===== config.mk =====
export PLATFORM = sky130hd
export DESIGN_NAME = fs_device_flat
export DESIGN_NICKNAME = d
export VERILOG_FILES = /design/src/hw/failsafe_pkg.sv /design/src/hw/serial_link_if.sv /design/src/hw/fs_device.sv /design/src/flat_wrapper.sv
export SDC_FILE = /design/constraint.sdc
export NUM_CORES = 1
export LEC_CHECK = 0
export BUFFER_PORTS_ARGS = -buffer_cell sky130_fd_sc_hd__buf_2
export CAP_MARGIN = 20
export CORE_MARGIN = 5
export CORE_UTILIZATION = 46
export DETAILED_ROUTE_END_ITERATION = 16
export SLEW_MARGIN = 0
export SYNTH_ARGS = -nofsm -noshare
export SYNTH_HDL_FRONTEND = slang
export SYNTH_SLANG_ARGS = --single-unit

===== constraint.sdc =====
create_clock -name ref_clk_i -period 12.8 [get_ports ref_clk_i]
set_input_delay 1.28 -clock ref_clk_i [delete_from_list [all_inputs] [get_ports ref_clk_i]]
set_output_delay 1.28 -clock ref_clk_i [all_outputs]
set_load 0.005 [all_outputs]

===== src/hw/failsafe_pkg.sv =====
package failsafe_pkg;

    // ********************************************************************
    // serial frame layout: rw flag, 7-bit address, 16-bit data
    // ********************************************************************
    localparam int FRAME_BITS = 24;
    localparam int ADDR_BITS = 8;
    localparam int DATA_BITS = 16;
    localparam int FRAME_RW_BIT = 23;
    localparam logic [6:0] GSR_ADDR = 7'h00;
    localparam logic [6:0] CTRL_ADDR = 7'h01;
    localparam logic [6:0] SR3_ADDR = 7'h02;

    // ********************************************************************
    // register fields and reset values
    // ********************************************************************
    localparam int CTRL_WATCHDOG_TRIGGER_BIT_BIT = 0;
    localparam int CTRL_FSO_NORMAL_BIT = 1;
    localparam int CTRL_LOAD_LSB = 2;
    localparam int LOAD_W = 6;
    localparam int CTRL_WAKE_LSB = 8;
    localparam int WAKE_W = 8;
    localparam logic [15:0] CTRL_RESET = 16'h0000;
    localparam int GSR_FAILSAFE_BIT = 0;
    localparam int GSR_CAUSE_LSB = 1;
    localparam int CAUSE_WD = 0;
    localparam int CAUSE_UV = 1;
    localparam int CAUSE_TSD = 2;
    localparam int CAUSE_SPI = 3;
    localparam int CAUSE_FORCED = 4;
    localparam int CAUSE_W = 5;
    localparam int SR3_TW = 0;
    localparam int SR3_THERMAL_SHUTDOWN_LEVEL1 = 1;
    localparam int SR3_THERMAL_SHUTDOWN_LEVEL2 = 2;
    localparam int SR3_FORCED_WD = 3;
    localparam int SR3_FORCED_TS = 4;
    localparam int SR3_REG_FAIL = 5;
    localparam int SR3_W = 6;
    localparam int SR3_WDCNT_LSB = 8;
    localparam int SR3_TSDCNT_LSB = 12;

    // ********************************************************************
    // escalation counts and timing
    // ********************************************************************
    localparam logic [3:0] WD_REGOFF_COUNT = 4'h8;
    localparam logic [3:0] WD_FORCED_COUNT = 4'hf;
    localparam logic [2:0] TSD_FORCED_COUNT = 3'h7;
    localparam int CLK_PERIOD_NS = 5;
    localparam int REG_OFF_MS = 200;
    localparam int REG_OFF_CYC = REG_OFF_MS * 1000000 / CLK_PERIOD_NS;
    localparam int UV_FILTER_NS = 10000;
    localparam int UV_FILTER_CYC = (UV_FILTER_NS + CLK_PERIOD_NS - 1) / CLK_PERIOD_NS;
    localparam int FAIL_FILTER_NS = 10000;
    localparam int FAIL_FILTER_CYC = (FAIL_FILTER_NS + CLK_PERIOD_NS - 1) / CLK_PERIOD_NS;
    localparam int SCLK_PERIOD_NS = 125;
    localparam int SCLK_HALF_CYC = SCLK_PERIOD_NS / (2 * CLK_PERIOD_NS);

    typedef enum logic [1:0]
    {
        ST_RUN = 2'b00,
        ST_FAILSAFE = 2'b01,
        ST_REG_OFF = 2'b10,
        ST_FORCED = 2'b11
    } sup_state_e;

endpackage


===== src/hw/serial_link_if.sv =====
interface serial_link_if;
    logic sclk;
    logic cs_n;
    logic mosi;
    logic miso;

    modport host_end (output sclk, output cs_n, output mosi, input miso);
    modport dev_end (input sclk, input cs_n, input mosi, output miso);
endinterface


===== src/hw/fs_device.sv =====
// Local design decisions: the placing of the registers and the plain strobed port.
module fs_device
    import failsafe_pkg::*;
#(
    parameter int REG_OFF_CYCLES = REG_OFF_CYC
)
(
    input wire logic ref_clk_i, // 200 MHz clock
    input wire logic sys_rst_i, // async reset, active high
    serial_link_if.dev_end link, // serial link from the host
    input wire logic watchdog_failure_count_i, // watchdog failure pulse, same clock
    input wire logic long_window_i, // watchdog in long open window
    input wire logic standby_i, // regulator_on_standby mode active
    input wire logic wd_running_i, // load above load_current_threshold
    input wire logic reg_low_i, // main_regulator below fail level, async
    input wire logic reg_uv_i, // main_regulator below reset_threshold, async
    input wire logic tw_i, // thermal warning level, async
    input wire logic thermal_shutdown_level1_i, // thermal shutdown level 1, async
    input wire logic thermal_shutdown_level2_i, // thermal shutdown level 2, async
    input wire logic wake_i, // regular wake-up event, async
    output logic failsafe_o, // failsafe active
    output logic [LOAD_W-1:0] load_en_o, // load output enables
    output logic [WAKE_W-1:0] wake_frame_o, // programmed wake-up frame
    output logic fso_drive_o, // failsafe_output_pin high-side on
    output logic fso_normal_o, // pin in normal driver mode
    output logic periph_on_o, // transmitters, amplifiers, serial on
    output logic reg_off_o, // main_regulator switched off
    output logic batt_standby_o, // forced battery_standby
    output logic reset_pulse_o // reset request to host, one cycle
);

    // ********************************************************************
    // state
    // ********************************************************************
    typedef struct packed {
        sup_state_e state;
        logic [2:0] sclk_s;
        logic [2:0] cs_s;
        logic [1:0] mosi_s;
        logic [5:0] an_s1;
        logic [5:0] an_s2;
        logic [23:0] shift_in;
        logic [4:0] bit_cnt;
        logic [15:0] shift_out;
        logic miso;
        logic [15:0] ctrl;
        logic fso_normal;
        logic [CAUSE_W-1:0] cause;
        logic [SR3_W-1:0] sr3;
        logic [3:0] wd_cnt;
        logic [2:0] tsd_cnt;
        logic flag_read;
        logic watchdog_trigger_bit_seen;
        logic turn_on;
        logic thermal_shutdown_level2_prev;
        logic [15:0] uv_cnt;
        logic [15:0] low_cnt;
        logic [31:0] off_cnt;
        logic rst_pulse;
    } dev_s;

    dev_s q_reg, q_next;

    function automatic logic [15:0] read_reg(input dev_s q, input logic [6:0] a);
        logic [15:0] v;
        v = 16'h0000;
        if (a == GSR_ADDR)
        begin
            v[GSR_FAILSAFE_BIT] = (q.state != ST_RUN);
            v[GSR_CAUSE_LSB +: CAUSE_W] = q.cause;
        end
        else if (a == CTRL_ADDR)
        begin
            v = q.ctrl;
            v[CTRL_FSO_NORMAL_BIT] = q.fso_normal;
        end
        else if (a == SR3_ADDR)
        begin
            v[SR3_W-1:0] = q.sr3;
            v[SR3_WDCNT_LSB +: 4] = q.wd_cnt;
            v[SR3_TSDCNT_LSB +: 3] = q.tsd_cnt;
        end
        return v;
    endfunction

    logic sclk_rise, sclk_fall, cs_end, cs_start, cs_act;
    logic frame_ok, stuck, valid_frame, rw;
    logic [6:0] addr;
    logic [15:0] data;
    logic reg_low, reg_uv, thermal_shutdown_level2, wake;
    logic uv_evt, short_evt, tsd_evt, wd_evt, spi_evt, enter;
    logic [CAUSE_W-1:0] new_cause;
    logic [6:0] rd_addr;

    always_comb
    begin
        q_next = q_reg;
        q_next.rst_pulse = 1'b0;
        // ****************************************************************
        // synchronisers: first stage feeds only the second
        // ****************************************************************
        q_next.sclk_s = {q_reg.sclk_s[1:0], link.sclk};
        q_next.cs_s = {q_reg.cs_s[1:0], link.cs_n};
        q_next.mosi_s = {q_reg.mosi_s[0], link.mosi};
        q_next.an_s1 = {reg_low_i, reg_uv_i, tw_i, thermal_shutdown_level1_i, thermal_shutdown_level2_i, wake_i};
        q_next.an_s2 = q_reg.an_s1;
        {reg_low, reg_uv} = q_reg.an_s2[5:4];
        thermal_shutdown_level2 = q_reg.an_s2[1];
        wake = q_reg.an_s2[0];
        sclk_rise = q_reg.sclk_s[1] & ~q_reg.sclk_s[2];
        sclk_fall = ~q_reg.sclk_s[1] & q_reg.sclk_s[2];
        cs_act = ~q_reg.cs_s[1];
        cs_start = ~q_reg.cs_s[1] & q_reg.cs_s[2];
        cs_end = q_reg.cs_s[1] & ~q_reg.cs_s[2];

        // ****************************************************************
        // serial receive and answer
        // ****************************************************************
        rd_addr = {q_reg.shift_in[5:0], q_reg.mosi_s[1]};
        if (cs_start)
        begin
            q_next.bit_cnt = 5'h00;
        end
        else if (cs_act && sclk_rise)
        begin
            q_next.shift_in = {q_reg.shift_in[22:0], q_reg.mosi_s[1]};
            q_next.bit_cnt = q_reg.bit_cnt + 5'h01;
            if (q_reg.bit_cnt == 5'd7)
            begin
                q_next.shift_out = read_reg(q_reg, rd_addr);
            end
        end
        else if (cs_act && sclk_fall && q_reg.bit_cnt >= 5'd8)
        begin
            q_next.miso = q_reg.shift_out[15];
            q_next.shift_out = {q_reg.shift_out[14:0], 1'b0};
        end
        frame_ok = cs_end && (q_reg.bit_cnt == 5'(FRAME_BITS));
        stuck = (q_reg.shift_in == 24'h000000) || (q_reg.shift_in == 24'hffffff);
        spi_evt = frame_ok && stuck;
        valid_frame = frame_ok && !stuck;
        rw = q_reg.shift_in[FRAME_RW_BIT];
        addr = q_reg.shift_in[22:16];
        data = q_reg.shift_in[15:0];
        if (valid_frame && rw && addr == CTRL_ADDR)
        begin
            if (q_reg.state == ST_RUN)
            begin
                q_next.ctrl = data;
                q_next.fso_normal = data[CTRL_FSO_NORMAL_BIT];
            end
            if (data[CTRL_WATCHDOG_TRIGGER_BIT_BIT] && long_window_i)
            begin
                q_next.watchdog_trigger_bit_seen = 1'b1;
            end
        end
        if (valid_frame && rw && addr == SR3_ADDR)
        begin
            q_next.sr3 = q_reg.sr3 & ~data[SR3_W-1:0];
        end
        if (valid_frame && !rw && addr == GSR_ADDR)
        begin
            q_next.flag_read = 1'b1;
        end
        if (valid_frame)
        begin
            q_next.cause[CAUSE_SPI] = 1'b0;
        end

        // ****************************************************************
        // fault filters and events
        // ****************************************************************
        q_next.thermal_shutdown_level2_prev = thermal_shutdown_level2;
        q_next.uv_cnt = (reg_uv && q_reg.uv_cnt != 16'(UV_FILTER_CYC)) ? q_reg.uv_cnt + 16'h0001
            : (reg_uv ? q_reg.uv_cnt : 16'h0000);
        q_next.low_cnt = (reg_low && q_reg.low_cnt != 16'(FAIL_FILTER_CYC))
            ? q_reg.low_cnt + 16'h0001 : (reg_low ? q_reg.low_cnt : 16'h0000);
        if (!reg_low)
        begin
            q_next.turn_on = 1'b0;
        end
        // regulator is off while counting down or in forced standby: no undervoltage event, the short check is not gated
        uv_evt = reg_uv && q_reg.uv_cnt == 16'(UV_FILTER_CYC - 1) && !q_reg.state[1];
        short_evt = q_reg.turn_on && reg_low
            && q_reg.low_cnt == 16'(FAIL_FILTER_CYC - 1);
        tsd_evt = thermal_shutdown_level2 && !q_reg.thermal_shutdown_level2_prev && q_reg.state != ST_FORCED;
        wd_evt = watchdog_failure_count_i && (!standby_i || wd_running_i) && !q_reg.state[1];
        new_cause = '0;
        new_cause[CAUSE_WD] = wd_evt;
        new_cause[CAUSE_UV] = uv_evt;
        new_cause[CAUSE_TSD] = tsd_evt;
        new_cause[CAUSE_SPI] = spi_evt;
        new_cause[CAUSE_FORCED] = short_evt;
        enter = |new_cause;

        // ****************************************************************
        // exit conditions, one per cause except SPI, which any valid frame clears
        // ****************************************************************
        if (q_reg.cause[CAUSE_WD] && q_reg.watchdog_trigger_bit_seen && q_reg.flag_read)
        begin
            q_next.cause[CAUSE_WD] = 1'b0;
            q_next.wd_cnt = 4'h0;
            q_next.tsd_cnt = 3'h0;
        end
        if (q_reg.cause[CAUSE_UV] && !reg_uv && q_reg.flag_read)
        begin
            q_next.cause[CAUSE_UV] = 1'b0;
        end
        if (q_reg.cause[CAUSE_TSD] && !thermal_shutdown_level2 && !q_reg.sr3[SR3_THERMAL_SHUTDOWN_LEVEL2])
        begin
            q_next.cause[CAUSE_TSD] = 1'b0;
        end
        if (q_reg.cause[CAUSE_FORCED] && q_reg.state == ST_FAILSAFE
            && !q_reg.sr3[SR3_FORCED_WD] && !q_reg.sr3[SR3_FORCED_TS])
        begin
            q_next.cause[CAUSE_FORCED] = 1'b0;
        end

        // ****************************************************************
        // supervisor; a new event wins over any clear in the same cycle
        // ****************************************************************
        case (q_reg.state)
            ST_RUN:
            begin
            end
            ST_FAILSAFE:
            begin
                if (q_next.cause == '0 && !enter)
                begin
                    q_next.state = ST_RUN;
                end
            end
            ST_REG_OFF:
            begin
                if (q_reg.off_cnt == 32'h00000000)
                begin
                    q_next.state = ST_FAILSAFE;
                    q_next.turn_on = 1'b1;
                    q_next.rst_pulse = 1'b1;
                end
                else
                begin
                    q_next.off_cnt = q_reg.off_cnt - 32'h00000001;
                end
            end
            ST_FORCED:
            begin
                if (wake)
                begin
                    q_next.state = ST_FAILSAFE;
                    q_next.turn_on = 1'b1;
                    q_next.rst_pulse = 1'b1;
                end
            end
            default:
            begin
                q_next.state = ST_RUN;
            end
        endcase
        if (enter)
        begin
            q_next.state = ST_FAILSAFE;
            q_next.cause = q_next.cause | new_cause;
            q_next.ctrl = CTRL_RESET;
            q_next.flag_read = 1'b0;
            q_next.watchdog_trigger_bit_seen = 1'b0;
            if (wd_evt || uv_evt)
            begin
                q_next.rst_pulse = 1'b1;
            end
            if (uv_evt)
            begin
                q_next.sr3[SR3_REG_FAIL] = 1'b1;
            end
            if (tsd_evt)
            begin
                q_next.sr3[SR3_TW] = 1'b1;
                q_next.sr3[SR3_THERMAL_SHUTDOWN_LEVEL1] = 1'b1;
                q_next.sr3[SR3_THERMAL_SHUTDOWN_LEVEL2] = 1'b1;
                q_next.tsd_cnt = q_reg.tsd_cnt + 3'h1;
                if (q_reg.tsd_cnt + 3'h1 == TSD_FORCED_COUNT)
                begin
                    q_next.sr3[SR3_FORCED_TS] = 1'b1;
                    q_next.cause[CAUSE_FORCED] = 1'b1;
                    q_next.state = ST_FORCED;
                end
            end
            if (short_evt)
            begin
                q_next.sr3[SR3_FORCED_TS] = 1'b1;
                q_next.state = ST_FORCED;
            end
            if (wd_evt)
            begin
                q_next.wd_cnt = q_reg.wd_cnt + 4'h1;
                if (q_reg.wd_cnt + 4'h1 == WD_FORCED_COUNT)
                begin
                    q_next.sr3[SR3_FORCED_WD] = 1'b1;
                    q_next.cause[CAUSE_FORCED] = 1'b1;
                    q_next.state = ST_FORCED;
                end
                else if (q_reg.wd_cnt + 4'h1 == WD_REGOFF_COUNT)
                begin
                    q_next.state = ST_REG_OFF;
                    q_next.off_cnt = 32'(REG_OFF_CYCLES - 1);
                end
            end
        end
    end

    always_ff @(posedge ref_clk_i or posedge sys_rst_i)
    begin
        if (sys_rst_i)
        begin
            q_reg <= '0;
            q_reg.cs_s <= 3'b111;
            q_reg.ctrl <= CTRL_RESET;
            q_reg.turn_on <= 1'b1;
            q_reg.rst_pulse <= 1'b1;
        end
        else
        begin
            q_reg <= q_next;
        end
    end

    // ********************************************************************
    // outputs
    // ********************************************************************
    assign link.miso = q_reg.miso;
    assign failsafe_o = (q_reg.state != ST_RUN);
    assign load_en_o = q_reg.ctrl[CTRL_LOAD_LSB +: LOAD_W];
    assign wake_frame_o = q_reg.ctrl[CTRL_WAKE_LSB +: WAKE_W];
    assign fso_drive_o = (q_reg.state != ST_RUN) && !q_reg.fso_normal;
    assign fso_normal_o = q_reg.fso_normal;
    assign periph_on_o = 1'b1;
    assign reg_off_o = q_reg.state[1];
    assign batt_standby_o = (q_reg.state == ST_FORCED);
    assign reset_pulse_o = q_reg.rst_pulse;

endmodule


===== src/flat_wrapper.sv =====
// flat-port wrapper written by rule: the top's interface ports become plain ports
module fs_device_flat import failsafe_pkg::*;
#(
    parameter int REG_OFF_CYCLES = REG_OFF_CYC
)
  (ref_clk_i, sys_rst_i, watchdog_failure_count_i, long_window_i, standby_i, wd_running_i, reg_low_i, reg_uv_i, tw_i, thermal_shutdown_level1_i, thermal_shutdown_level2_i, wake_i, failsafe_o, load_en_o, wake_frame_o, fso_drive_o, fso_normal_o, periph_on_o, reg_off_o, batt_standby_o, reset_pulse_o, link_sclk, link_cs_n, link_mosi, link_miso);
  serial_link_if link_i ();
  input wire logic ref_clk_i;
  input wire logic sys_rst_i;
  input wire logic watchdog_failure_count_i;
  input wire logic long_window_i;
  input wire logic standby_i;
  input wire logic wd_running_i;
  input wire logic reg_low_i;
  input wire logic reg_uv_i;
  input wire logic tw_i;
  input wire logic thermal_shutdown_level1_i;
  input wire logic thermal_shutdown_level2_i;
  input wire logic wake_i;
  output logic failsafe_o;
  output logic [LOAD_W-1:0] load_en_o;
  output logic [WAKE_W-1:0] wake_frame_o;
  output logic fso_drive_o;
  output logic fso_normal_o;
  output logic periph_on_o;
  output logic reg_off_o;
  output logic batt_standby_o;
  output logic reset_pulse_o;
  input wire logic [$bits(link_i.sclk)-1:0] link_sclk;
  input wire logic [$bits(link_i.cs_n)-1:0] link_cs_n;
  input wire logic [$bits(link_i.mosi)-1:0] link_mosi;
  output wire logic [$bits(link_i.miso)-1:0] link_miso;
  assign link_i.sclk = link_sclk;
  assign link_i.cs_n = link_cs_n;
  assign link_i.mosi = link_mosi;
  assign link_miso = link_i.miso;
  fs_device #(.REG_OFF_CYCLES(REG_OFF_CYCLES)) u_core (.ref_clk_i(ref_clk_i), .sys_rst_i(sys_rst_i), .link(link_i), .watchdog_failure_count_i(watchdog_failure_count_i), .long_window_i(long_window_i), .standby_i(standby_i), .wd_running_i(wd_running_i), .reg_low_i(reg_low_i), .reg_uv_i(reg_uv_i), .tw_i(tw_i), .thermal_shutdown_level1_i(thermal_shutdown_level1_i), .thermal_shutdown_level2_i(thermal_shutdown_level2_i), .wake_i(wake_i), .failsafe_o(failsafe_o), .load_en_o(load_en_o), .wake_frame_o(wake_frame_o), .fso_drive_o(fso_drive_o), .fso_normal_o(fso_normal_o), .periph_on_o(periph_on_o), .reg_off_o(reg_off_o), .batt_standby_o(batt_standby_o), .reset_pulse_o(reset_pulse_o));
endmodule

==> results of run 1 <==
==> layout by cell type (no fill, tap or decap), drive strengths merged, types with 4 or more instances in the layout <==
cell / count
and2: 29
o21ai: 39
o221ai: 5
a21oi: 27
o22ai: 4
or3: 11
nor2b: 8
ha: 16
a31oi: 10
nor2: 81
nand2: 79
mux2: 21
clkbuf: 22
nand4: 21
or4: 6
nand3: 27
clkinv: 5
and3: 10
dfrtp: 162
nor3: 9
xnor2: 33
a222oi: 7
a21boi: 9
inv: 33
buf: 39
nor4: 18
mux2i: 18
xor2: 20
dfstp: 5
==> metal layers <==
| metal | part of all wire (%) | global-route usage, % |
|---|---|---|
| met5 | 0 | 0 |
| met4 | 1.8 | 6.26 |
| met3 | 3.5 | 3.93 |
| met2 | 48 | 28.6 |
| met1 | 46 | 23.4 |
==> worst max path at each step <==
stage | cells after the start | start | slack [ps] | to
detailed placement | 7 | wd_running_i | 9460 | u_core.reg_off_o$_DFFE_PP0P_
finish | 7 | u_core.data[4]$_DFFE_PP0P_ | 9850 | u_core.reg_off_o$_DFFE_PP0P_
global placement | 7 | wd_running_i | 9490 | u_core.reg_off_o$_DFFE_PP0P_
CTS | 7 | u_core.data[4]$_DFFE_PP0P_ | 9840 | u_core.reg_off_o$_DFFE_PP0P_
global route | 7 | u_core.data[4]$_DFFE_PP0P_ | 9680 | u_core.load_en_o[1]$_DFFE_PP0P_
floorplan | 1 | sys_rst_i | 7010 | asynchronous set/reset pin
==> cell type report <==
type                    instances  area, um2  area share, %
flip-flops and latches        167       4190           46.8
multi-input cells             545       3500           39.1
clock buffers                  21        470           5.26
well taps                     225        282           3.15
repair buffers                 40        238           2.66
clock inverters                11        146           1.64
inverters                      32        125           1.40
==> metrics by stage <==
| step | hold slack, ps | area (um2) |
|---|---|---|
| 2_1_floorplan | 331 | 8020 |
| 3_3_place_gp | 334 | 8290 |
| 3_5_place_dp | 338 | 8290 |
| 4_1_cts | 353 | 8910 |
| 5_1_grt | 358 | 8950 |
| 6_report | 351 | 8950 |
==> kinds of logic after synthesis <==
kind of cell | after synthesis | share of synthesized area, %
XOR/XNOR | 53 | 5.79
flip-flops | 167 | 52.2
multiplexers | 39 | 5.20
other | 1 | 0.0468
adder cells (fa/ha/maj) | 16 | 2.50
AND/OR/NAND/NOR | 320 | 20.9
buffers and inverters | 70 | 4.21
AO/OA/AOI/OAI | 116 | 9.19
==> report_power, final <==
part           internal (mW)  leakage (nW)  switching (mW)  total (mW)
registers              0.577          2.07          0.0638       0.641
clock network          0.323         0.299           0.211       0.534
logic                 0.0600          1.52          0.0761       0.136
total                  0.960          3.88           0.351        1.31
==> critical path, cell delays in order (launching register included) <==
cell and delay [ps]:
sky130_fd_sc_hd__dfrtp_1 430, sky130_fd_sc_hd__nor4_1 390, sky130_fd_sc_hd__nand3_1 190, sky130_fd_sc_hd__or3_1 440, sky130_fd_sc_hd__a21boi_0 290, sky130_fd_sc_hd__or3_1 720, sky130_fd_sc_hd__a21oi_2 70, sky130_fd_sc_hd__mux2_2 300
==> flow_summary.yaml, run 1 <==
die:
  die_width_um: 142
  top_level_ports: 37
  die_h_um: 142
  core-area_um2: 17200
  placement_rows: 48
  die-area_um2: 20200
  initial_core_util_pct: 46.7
yosys:
  yosys-top-cells-count: "sky130_fd_sc_hd__dfrtp_1, sky130_fd_sc_hd__nor2_1, sky130_fd_sc_hd__nand2_1"
  synth_area_um2: 8020
  dominantRegCellSynth: "sky130_fd_sc_hd__dfrtp_1"
  synth_async_sr_flop_share_pct: 100
  yosysTopAreaCell: "sky130_fd_sc_hd__dfrtp_1"
  seq_area_frac_synth_pct: 52.2
  synth_nets: 813
  syn_area_per_cell_um2: 10.3
  synth_edf_count: 0
  ys_top_cells_by_area: "sky130_fd_sc_hd__dfrtp_1, sky130_fd_sc_hd__nor2_1, sky130_fd_sc_hd__nand2_1"
  post-synth-top-count-cell: "sky130_fd_sc_hd__dfrtp_1"
  yosys_warnings: 0
  synth_top_area_share_pct: 50.5
  synthesis.instances: 782
  synth-seq-cells: 167
  ys_types: 64
final_layout:
  area.growth.synth_to_final_pct: 11.5
  largest_register_ff_count: 115
  antenna-diode-count: 0
  nFillCells: 1563
  post-route-util_pct: 52.1
  stdcell_count: 1041
  finish.net_count: 834
  proportion_of_layout_cells_with_a_drive_suffix_above_1_pct: 14.2
clock_network:
  cts.htree.levels: 4
  cts_post_setup_buffers_inserted: 0
  ctsResizeCount: 0
  clk-insertion-delay-late_ps: 430
  clock_slew_at_reported_path_ffs_ps: 70
  cts.sinks: 167
  ctsLongestPathBuffers: 2
  cts_made_buffers: 17
  clk_root_buffer_cell: "sky130_fd_sc_hd__clkbuf_16"
  cts_tree: "done"
  number_of_hold_buffers_added_after_cts: 0
power:
  fin_total_pwr_mw: 1.31
  vdd_ir_drop_max_mv: 0.104
  p_leak_nw: 3.88
  power.density_nw_per_um2: 147
sta:
  final.min_clock_period_ps: 2950
  totalNegativeSetupSlack_ps: 0
  achievable_frequency_ghz: 0.338
  hold_violations: 0
  timing.final.max_slew_violations: 0
  setup_viol: 0
  timing.clock.skew_ps: 12.1
  max_slew.worst_pin.slew_ps: 991
  layout_setup_ws_ps: 9850
  rsz0062_at_grt: "no"
  timing.final.crit_share_pct: 23.1
  worst_slew_margin_relative_to_its_limit_pct: 33.9
min_path:
  worstHoldEndpoint: "u_core.q_reg[154]$_DFF_PP0_"
  hold_start: "u_core.q_next[154]$_DFF_PP0_"
  worst_hold_path_type: "reg -> reg"
  worstHoldPathCells: 0
critical_path:
  setup.worst_path.end_class: "flip-flop"
  r2r_setup_slack_ps: 9850
  crit_path_start_kind: "flip-flop"
  setup.worst_path.class: "reg -> reg"
  rr_startpoint: "u_core.data[4]$_DFFE_PP0P_"
  regToRegEndpoint: "u_core.reg_off_o$_DFFE_PP0P_"
  cp_arrival_ps: 3270
  worstPathRequired_ps: 13110
  r2r_cells: 7
  top_fanout_value_on_the_critical_path: 19
global_route:
  antenna_found_initial: 0
  grt_util_all_layers_pct: 17.6
  remaining_global_route_overflow: 0
  grt_start_max_net_pins: 85
  number_of_global_route_vias_before_repair: 5791
  grt_first_pass_wirelength_mm: 28.6
route:
  drt-initial-drc-count: 390
  finalWirelength_mm: 16.9
  viasPerCell: 5.54
  detailedRoute.firstPassIterationCount: 5
  avgRoutedWirePerCell_um: 16.2
  ant_nets: 0
  drcViolationCount: 0
  dr_total_vias: 5767
run:
  drv.max_cap_violation_count: 0
placed_design:
  pre_cts_ws_ps: 9460
  place.gp.congestion: 0.814
  instance_count_after_placement_with_tap_cells_included: 1007
  place_hpwl_mm: 11.7
  place.port_buffers: 33
run_status:
  run_status: "completed"
No activity file was read; power rests on OpenSTA's default activity.
==> inputs of run 2 (changes only) <==
==> constraint.sdc (replaced) <==
create_clock -name ref_clk_i -period 2.9 [get_ports ref_clk_i]
set_input_delay 0.29 -clock ref_clk_i [delete_from_list [all_inputs] [get_ports ref_clk_i]]
set_output_delay 0.29 -clock ref_clk_i [all_outputs]
set_load 0.005 [all_outputs]
==> flow_summary.yaml, run 2 (synthesis gave the netlist of run 1 again) <==
run_status:
  run_status: "completed"
global_route:
  grt_first_pass_wirelength_mm: 29.8
  number_of_global_route_vias_before_repair: 5933
  grt_util_all_layers_pct: 18.3
  grt_start_max_net_pins: 52
  antenna_found_initial: 0
  remaining_global_route_overflow: 0
clock_network:
  cts.sinks: 167
  cts_tree: "done"
  ctsLongestPathBuffers: 2
  clk-insertion-delay-late_ps: 430
  cts_made_buffers: 17
  clock_slew_at_reported_path_ffs_ps: 70
  clk_root_buffer_cell: "sky130_fd_sc_hd__clkbuf_16"
  cts_post_setup_buffers_inserted: 0
  cts.htree.levels: 4
sta:
  rsz0062_at_grt: "no"
  timing.final.crit_share_pct: 91.8
  setup_viol: 0
  totalNegativeSetupSlack_ps: 0
  final.min_clock_period_ps: 2660
  hold_violations: 0
  timing.clock.skew_ps: 12.6
  worst_slew_margin_relative_to_its_limit_pct: 43.0
  achievable_frequency_ghz: 0.376
  post_route_hold_slack_ps: 27.9
  timing.final.max_slew_violations: 0
  max_slew.worst_pin.slew_ps: 854
route:
  drcViolationCount: 0
  finalWirelength_mm: 17.3
  ant_nets: 0
  detailedRoute.firstPassIterationCount: 7
  dr_total_vias: 5849
  avgRoutedWirePerCell_um: 16.4
  drt-initial-drc-count: 363
  viasPerCell: 5.53
min_path:
  worst_hold_path_type: "in -> async"
critical_path:
  cp_arrival_ps: 2970
  crit_path_start_kind: "flip-flop"
  rr_startpoint: "u_core.data[4]$_DFFE_PP0P_"
  worstPathRequired_ps: 3210
  crit_start: "u_core.data[4]$_DFFE_PP0P_"
  critPathCapture: "u_core.wake_frame_o[0]$_DFFE_PP0P_"
  setup.worst_path.class: "reg -> reg"
  setup.worst_path.end_class: "flip-flop"
  r2r_cells: 8
  top_fanout_value_on_the_critical_path: 11
  regToRegEndpoint: "u_core.wake_frame_o[0]$_DFFE_PP0P_"
  r2r_setup_slack_ps: 240
die:
  die_width_um: 142
  die_h_um: 142
  top_level_ports: 37
  placement_rows: 48
  initial_core_util_pct: 46.7
  core-area_um2: 17200
  die-area_um2: 20200
power:
  power.density_nw_per_um2: 616
  vdd_ir_drop_max_mv: 0.414
  p_leak_nw: 3.92
final_layout:
  proportion_of_layout_cells_with_a_drive_suffix_above_1_pct: 15.3
  layout_commonest_cell: "sky130_fd_sc_hd__dfrtp_1"
  layout_common_cells: "sky130_fd_sc_hd__dfrtp_1, sky130_fd_sc_hd__nor2_1, sky130_fd_sc_hd__nand2_1, sky130_fd_sc_hd__o21ai_0"
  area.growth.synth_to_final_pct: 12.5
  finish.net_count: 850
  antenna-diode-count: 0
  largest_register_ff_count: 115
run:
  drv.max_cap_violation_count: 0
placed_design:
  place_hpwl_mm: 12.3
  place.gp.congestion: 0.825
  place.port_buffers: 33
## run 2: changes by cell type in the layout (fill, tap and decap cells not counted), sizes merged
cell,change
inv,+4
buf,+10
dlygate4sd3,+7
clkinvlp,+3
bufinv,-3
clkbuf,-5
## run 2: what timing repair did
action / 4_1_cts / 5_1_grt
gates resized for setup: 0 / 1
hold buffers: 7 / 0
endpoints found under the setup margin: 0 / 1
hold endpoints to repair: 7 / 0
## run 2: worst min-delay path by stage
stage                                  from                           end  slack, ps  cells past startpoint
6_report                          sys_rst_i    u_core.data[4]$_DFFE_PP0P_         30                      2
5_1_grt                           sys_rst_i    u_core.data[4]$_DFFE_PP0P_         90                      2
4_1_cts                           sys_rst_i    u_core.data[4]$_DFFE_PP0P_         40                      2
3_5_place_dp   u_core.q_next[150]$_DFF_PP0_   u_core.q_reg[150]$_DFF_PP0_        340                      0
3_3_place_gp   u_core.q_next[154]$_DFF_PP0_   u_core.q_reg[154]$_DFF_PP0_        330                      0
2_1_floorplan                     link_cs_n  u_core.q_next[165]$_DFF_PP1_        290                      0
## run 2: routing by layer
layer / routed length [um] / track usage (%) / vias to the layer above / share of wire, %
met1: 7900 / 25.1 / 2930 / 46
met3: 654 / 3.39 / 19 / 3.8
met2: 8540 / 29.9 / 106 / 49
li1: - / - / 2794 / -
met5: 0 / 0 / - / 0
met4: 219 / 5.20 / 0 / 1.3
## run 2: worst max-delay path: stages (launching register included)
cell,delay (ps)
sky130_fd_sc_hd__dfrtp_1,430
sky130_fd_sc_hd__nor4_1,390
sky130_fd_sc_hd__nand3_1,190
sky130_fd_sc_hd__or3_1,440
sky130_fd_sc_hd__nand3_1,180
sky130_fd_sc_hd__or3b_1,340
sky130_fd_sc_hd__buf_4,310
sky130_fd_sc_hd__mux2i_1,220
sky130_fd_sc_hd__nor2_1,50
## run 2: stage by stage
| step | std cells | power (mW) | utilization (%) | cell area [um2] | setup WS (ps) |
|---|---|---|---|---|---|
| 6_report | 1057 | 5.55 | 52.5 | 9020 | 237 |
| 5_1_grt | 1057 | 5.84 | 52.5 | 9020 | 76.1 |
| 4_1_cts | 1057 | 5.61 | 52.5 | 9020 | 214 |
| 3_5_place_dp | 1018 | 3.48 | 48.9 | 8400 | 246 |
| 3_3_place_gp | 1018 | 3.43 | 48.9 | 8400 | 356 |
| 2_1_floorplan | 782 | 3.26 | - | 8020 | 487 |
## run 2: layout make-up
cell class                      instances  area (um2)
Timing Repair Buffer                   56         380
Sequential cell                       167        4190
Inverter                               32         124
Tap cell                              225         282
Clock buffer                           17         425
Clock inverter                         15         120
Fill cell                            1563        8160
Multi-Input combinational cell        545        3500
## run 2: where the power goes
part	leakage, nW	switching [mW]	internal (mW)
clock network	0.260	0.997	1.11
logic	1.59	0.343	0.276
registers	2.07	0.278	2.55
total	3.92	1.62	3.94
==> inputs of run 3 (changes only) <==
--- a/config.mk
+++ b/config.mk
@@ -5,11 +5,11 @@
 export SDC_FILE = /design/constraint.sdc
 export NUM_CORES = 1
 export LEC_CHECK = 0
-export BUFFER_PORTS_ARGS = -buffer_cell sky130_fd_sc_hd__buf_2
 export CAP_MARGIN = 20
 export CORE_MARGIN = 5
 export CORE_UTILIZATION = 46
 export DETAILED_ROUTE_END_ITERATION = 16
+export DONT_BUFFER_PORTS = 1
 export SLEW_MARGIN = 0
 export SYNTH_ARGS = -nofsm -noshare
 export SYNTH_HDL_FRONTEND = slang
==> flow_summary.yaml, run 3 (synthesis gave the netlist of run 1 again) <==
die:
  die_width_um: 142
  placement_rows: 48
  die-area_um2: 20200
  core-area_um2: 17200
  die_h_um: 142
  top_level_ports: 37
  initial_core_util_pct: 46.7
sta:
  totalNegativeSetupSlack_ps: 0
  layout_setup_ws_ps: 224
  final.min_clock_period_ps: 2680
  timing.final.max_slew_violations: 0
  timing.final.crit_share_pct: 92.3
  achievable_frequency_ghz: 0.374
  worst_slew_margin_relative_to_its_limit_pct: 46.5
  max_slew.worst_pin.slew_ps: 801
  setup_viol: 0
  timing.clock.skew_ps: 11.1
  hold_violations: 0
  rsz0062_at_grt: "no"
critical_path:
  setup.worst_path.end_class: "flip-flop"
  crit_path_start_kind: "flip-flop"
  r2r_cells: 8
  cp_arrival_ps: 2990
  top_fanout_value_on_the_critical_path: 11
  setup.worst_path.class: "reg -> reg"
  worstPathRequired_ps: 3220
route:
  detailedRoute.firstPassIterationCount: 5
  viasPerCell: 5.56
  ant_nets: 0
  drcViolationCount: 0
  finalWirelength_mm: 17.2
  dr_total_vias: 5696
  drt-initial-drc-count: 409
  avgRoutedWirePerCell_um: 16.8
global_route:
  grt_start_max_net_pins: 76
  grt_first_pass_wirelength_mm: 29.5
  remaining_global_route_overflow: 0
  antenna_found_initial: 0
  grt_util_all_layers_pct: 18.2
  number_of_global_route_vias_before_repair: 5807
clock_network:
  cts_tree: "done"
  clk-insertion-delay-late_ps: 440
  cts.sinks: 167
  ctsLongestPathBuffers: 2
  cts.htree.levels: 4
  cts_made_buffers: 17
  ctsResizeCount: 0
  clk_root_buffer_cell: "sky130_fd_sc_hd__clkbuf_16"
  clock_slew_at_reported_path_ffs_ps: 70
final_layout:
  finish.net_count: 817
  layout_commonest_cell: "sky130_fd_sc_hd__dfrtp_1"
  largest_register_ff_count: 115
  antenna-diode-count: 0
  proportion_of_layout_cells_with_a_drive_suffix_above_1_pct: 11.5
  nFillCells: 1562
  multi_input_comb_area_um2: 3500
  layout_common_cells: "sky130_fd_sc_hd__dfrtp_1, sky130_fd_sc_hd__nor2_1, sky130_fd_sc_hd__nand2_1, sky130_fd_sc_hd__o21ai_0, sky130_fd_sc_hd__xnor2_1"
  area.growth.synth_to_final_pct: 11.0
  final-seq-area_um2: 4190
placed_design:
  place.port_buffers: 0
  place_hpwl_mm: 11.9
  pre_cts_ws_ps: 270
  place.gp.congestion: 0.863
run:
  drv.max_cap_violation_count: 0
power:
  fin_total_pwr_mw: 5.79
  p_leak_nw: 3.79
  vdd_ir_drop_max_mv: 0.445
  power.density_nw_per_um2: 650
run_status:
  run_status: "completed"
min_path:
  worstHoldPathCells: 4
  worst_hold_path_type: "in -> reg"
-- run 3: changes by cell type in the layout (fill, tap and decap cells not counted), sizes merged --
cell | previous run | this run
dlygate4sd3 | 7 | 8
buf | 49 | 15
clkbuf | 17 | 18
clkinv | 5 | 1
bufinv | 0 | 2
inv | 37 | 41
clkinvlp | 5 | 2
-- run 3: final timing paths --
| path | to | slack (ps) | from |
|---|---|---|---|
| max in group asynchronous | u_core.q_next[165]$_DFF_PP1_ | 1460 | sys_rst_i |
| worst max-delay path | u_core.wake_frame_o[2]$_DFFE_PP0P_ | 220 | u_core.data[4]$_DFFE_PP0P_ |
| worst min-delay path | u_core.q_reg[67]$_DFFE_PP0P_ | 150 | long_window_i |
| min in group asynchronous | u_core.q_reg[149]$_DFFE_PP0P_ | 470 | sys_rst_i |
| worst max register to register | u_core.wake_frame_o[2]$_DFFE_PP0P_ | 220 | u_core.data[4]$_DFFE_PP0P_ |
| worst min register to register | u_core.q_reg[154]$_DFF_PP0_ | 350 | u_core.q_next[154]$_DFF_PP0_ |
-- run 3: what timing repair did --
item | in CTS | in global routing
setup endpoints to repair | 0 | 0
hold endpoints to repair | 39 | 0
setup buffers | 0 | 0
hold buffers | 8 | 0
-- run 3: cell type report --
cell class,count,share of cell area (%)
multi-input cells,545,39.3
well taps,225,3.16
clock buffers,18,4.93
flip-flops and latches,167,47.0
clock inverters,14,1.92
inverters,32,1.39
repair buffers,23,2.30
-- run 3: per-stage QoR --
step / util (%) / cell area [um2] / instances / hold WS [ps]
after floorplan: - / 8020 / 782 / 294
final: 51.9 / 8910 / 1024 / 151
after global routing: 51.9 / 8910 / 1024 / 158
after CTS: 51.9 / 8910 / 1024 / 123
after detailed placement: 47.8 / 8220 / 984 / 295
after global placement: 47.8 / 8220 / 984 / 295
-- run 3: critical path, stage by stage, from the launching register on --
cell                      delay, ps
sky130_fd_sc_hd__dfrtp_1        430
sky130_fd_sc_hd__nor4_1         420
sky130_fd_sc_hd__nand3_1        190
sky130_fd_sc_hd__or3_1          440
sky130_fd_sc_hd__nand3_1        190
sky130_fd_sc_hd__or3b_1         320
sky130_fd_sc_hd__buf_4          300
sky130_fd_sc_hd__mux2i_1        220
sky130_fd_sc_hd__nor2_1          50
-- run 3: report_power, final --
group | internal, mW | switching [mW] | total [mW]
clock network | 1.33 | 1.04 | 2.37
registers | 2.54 | 0.275 | 2.82
logic | 0.263 | 0.343 | 0.606
total | 4.14 | 1.65 | 5.79
-- run 3: metal layers --
metal | track usage, % | share of wire [%]
met1 | 25.1 | 47
met2 | 28.3 | 47
met3 | 3.56 | 3.8
met4 | 7.07 | 2.1
met5 | 0 | 0
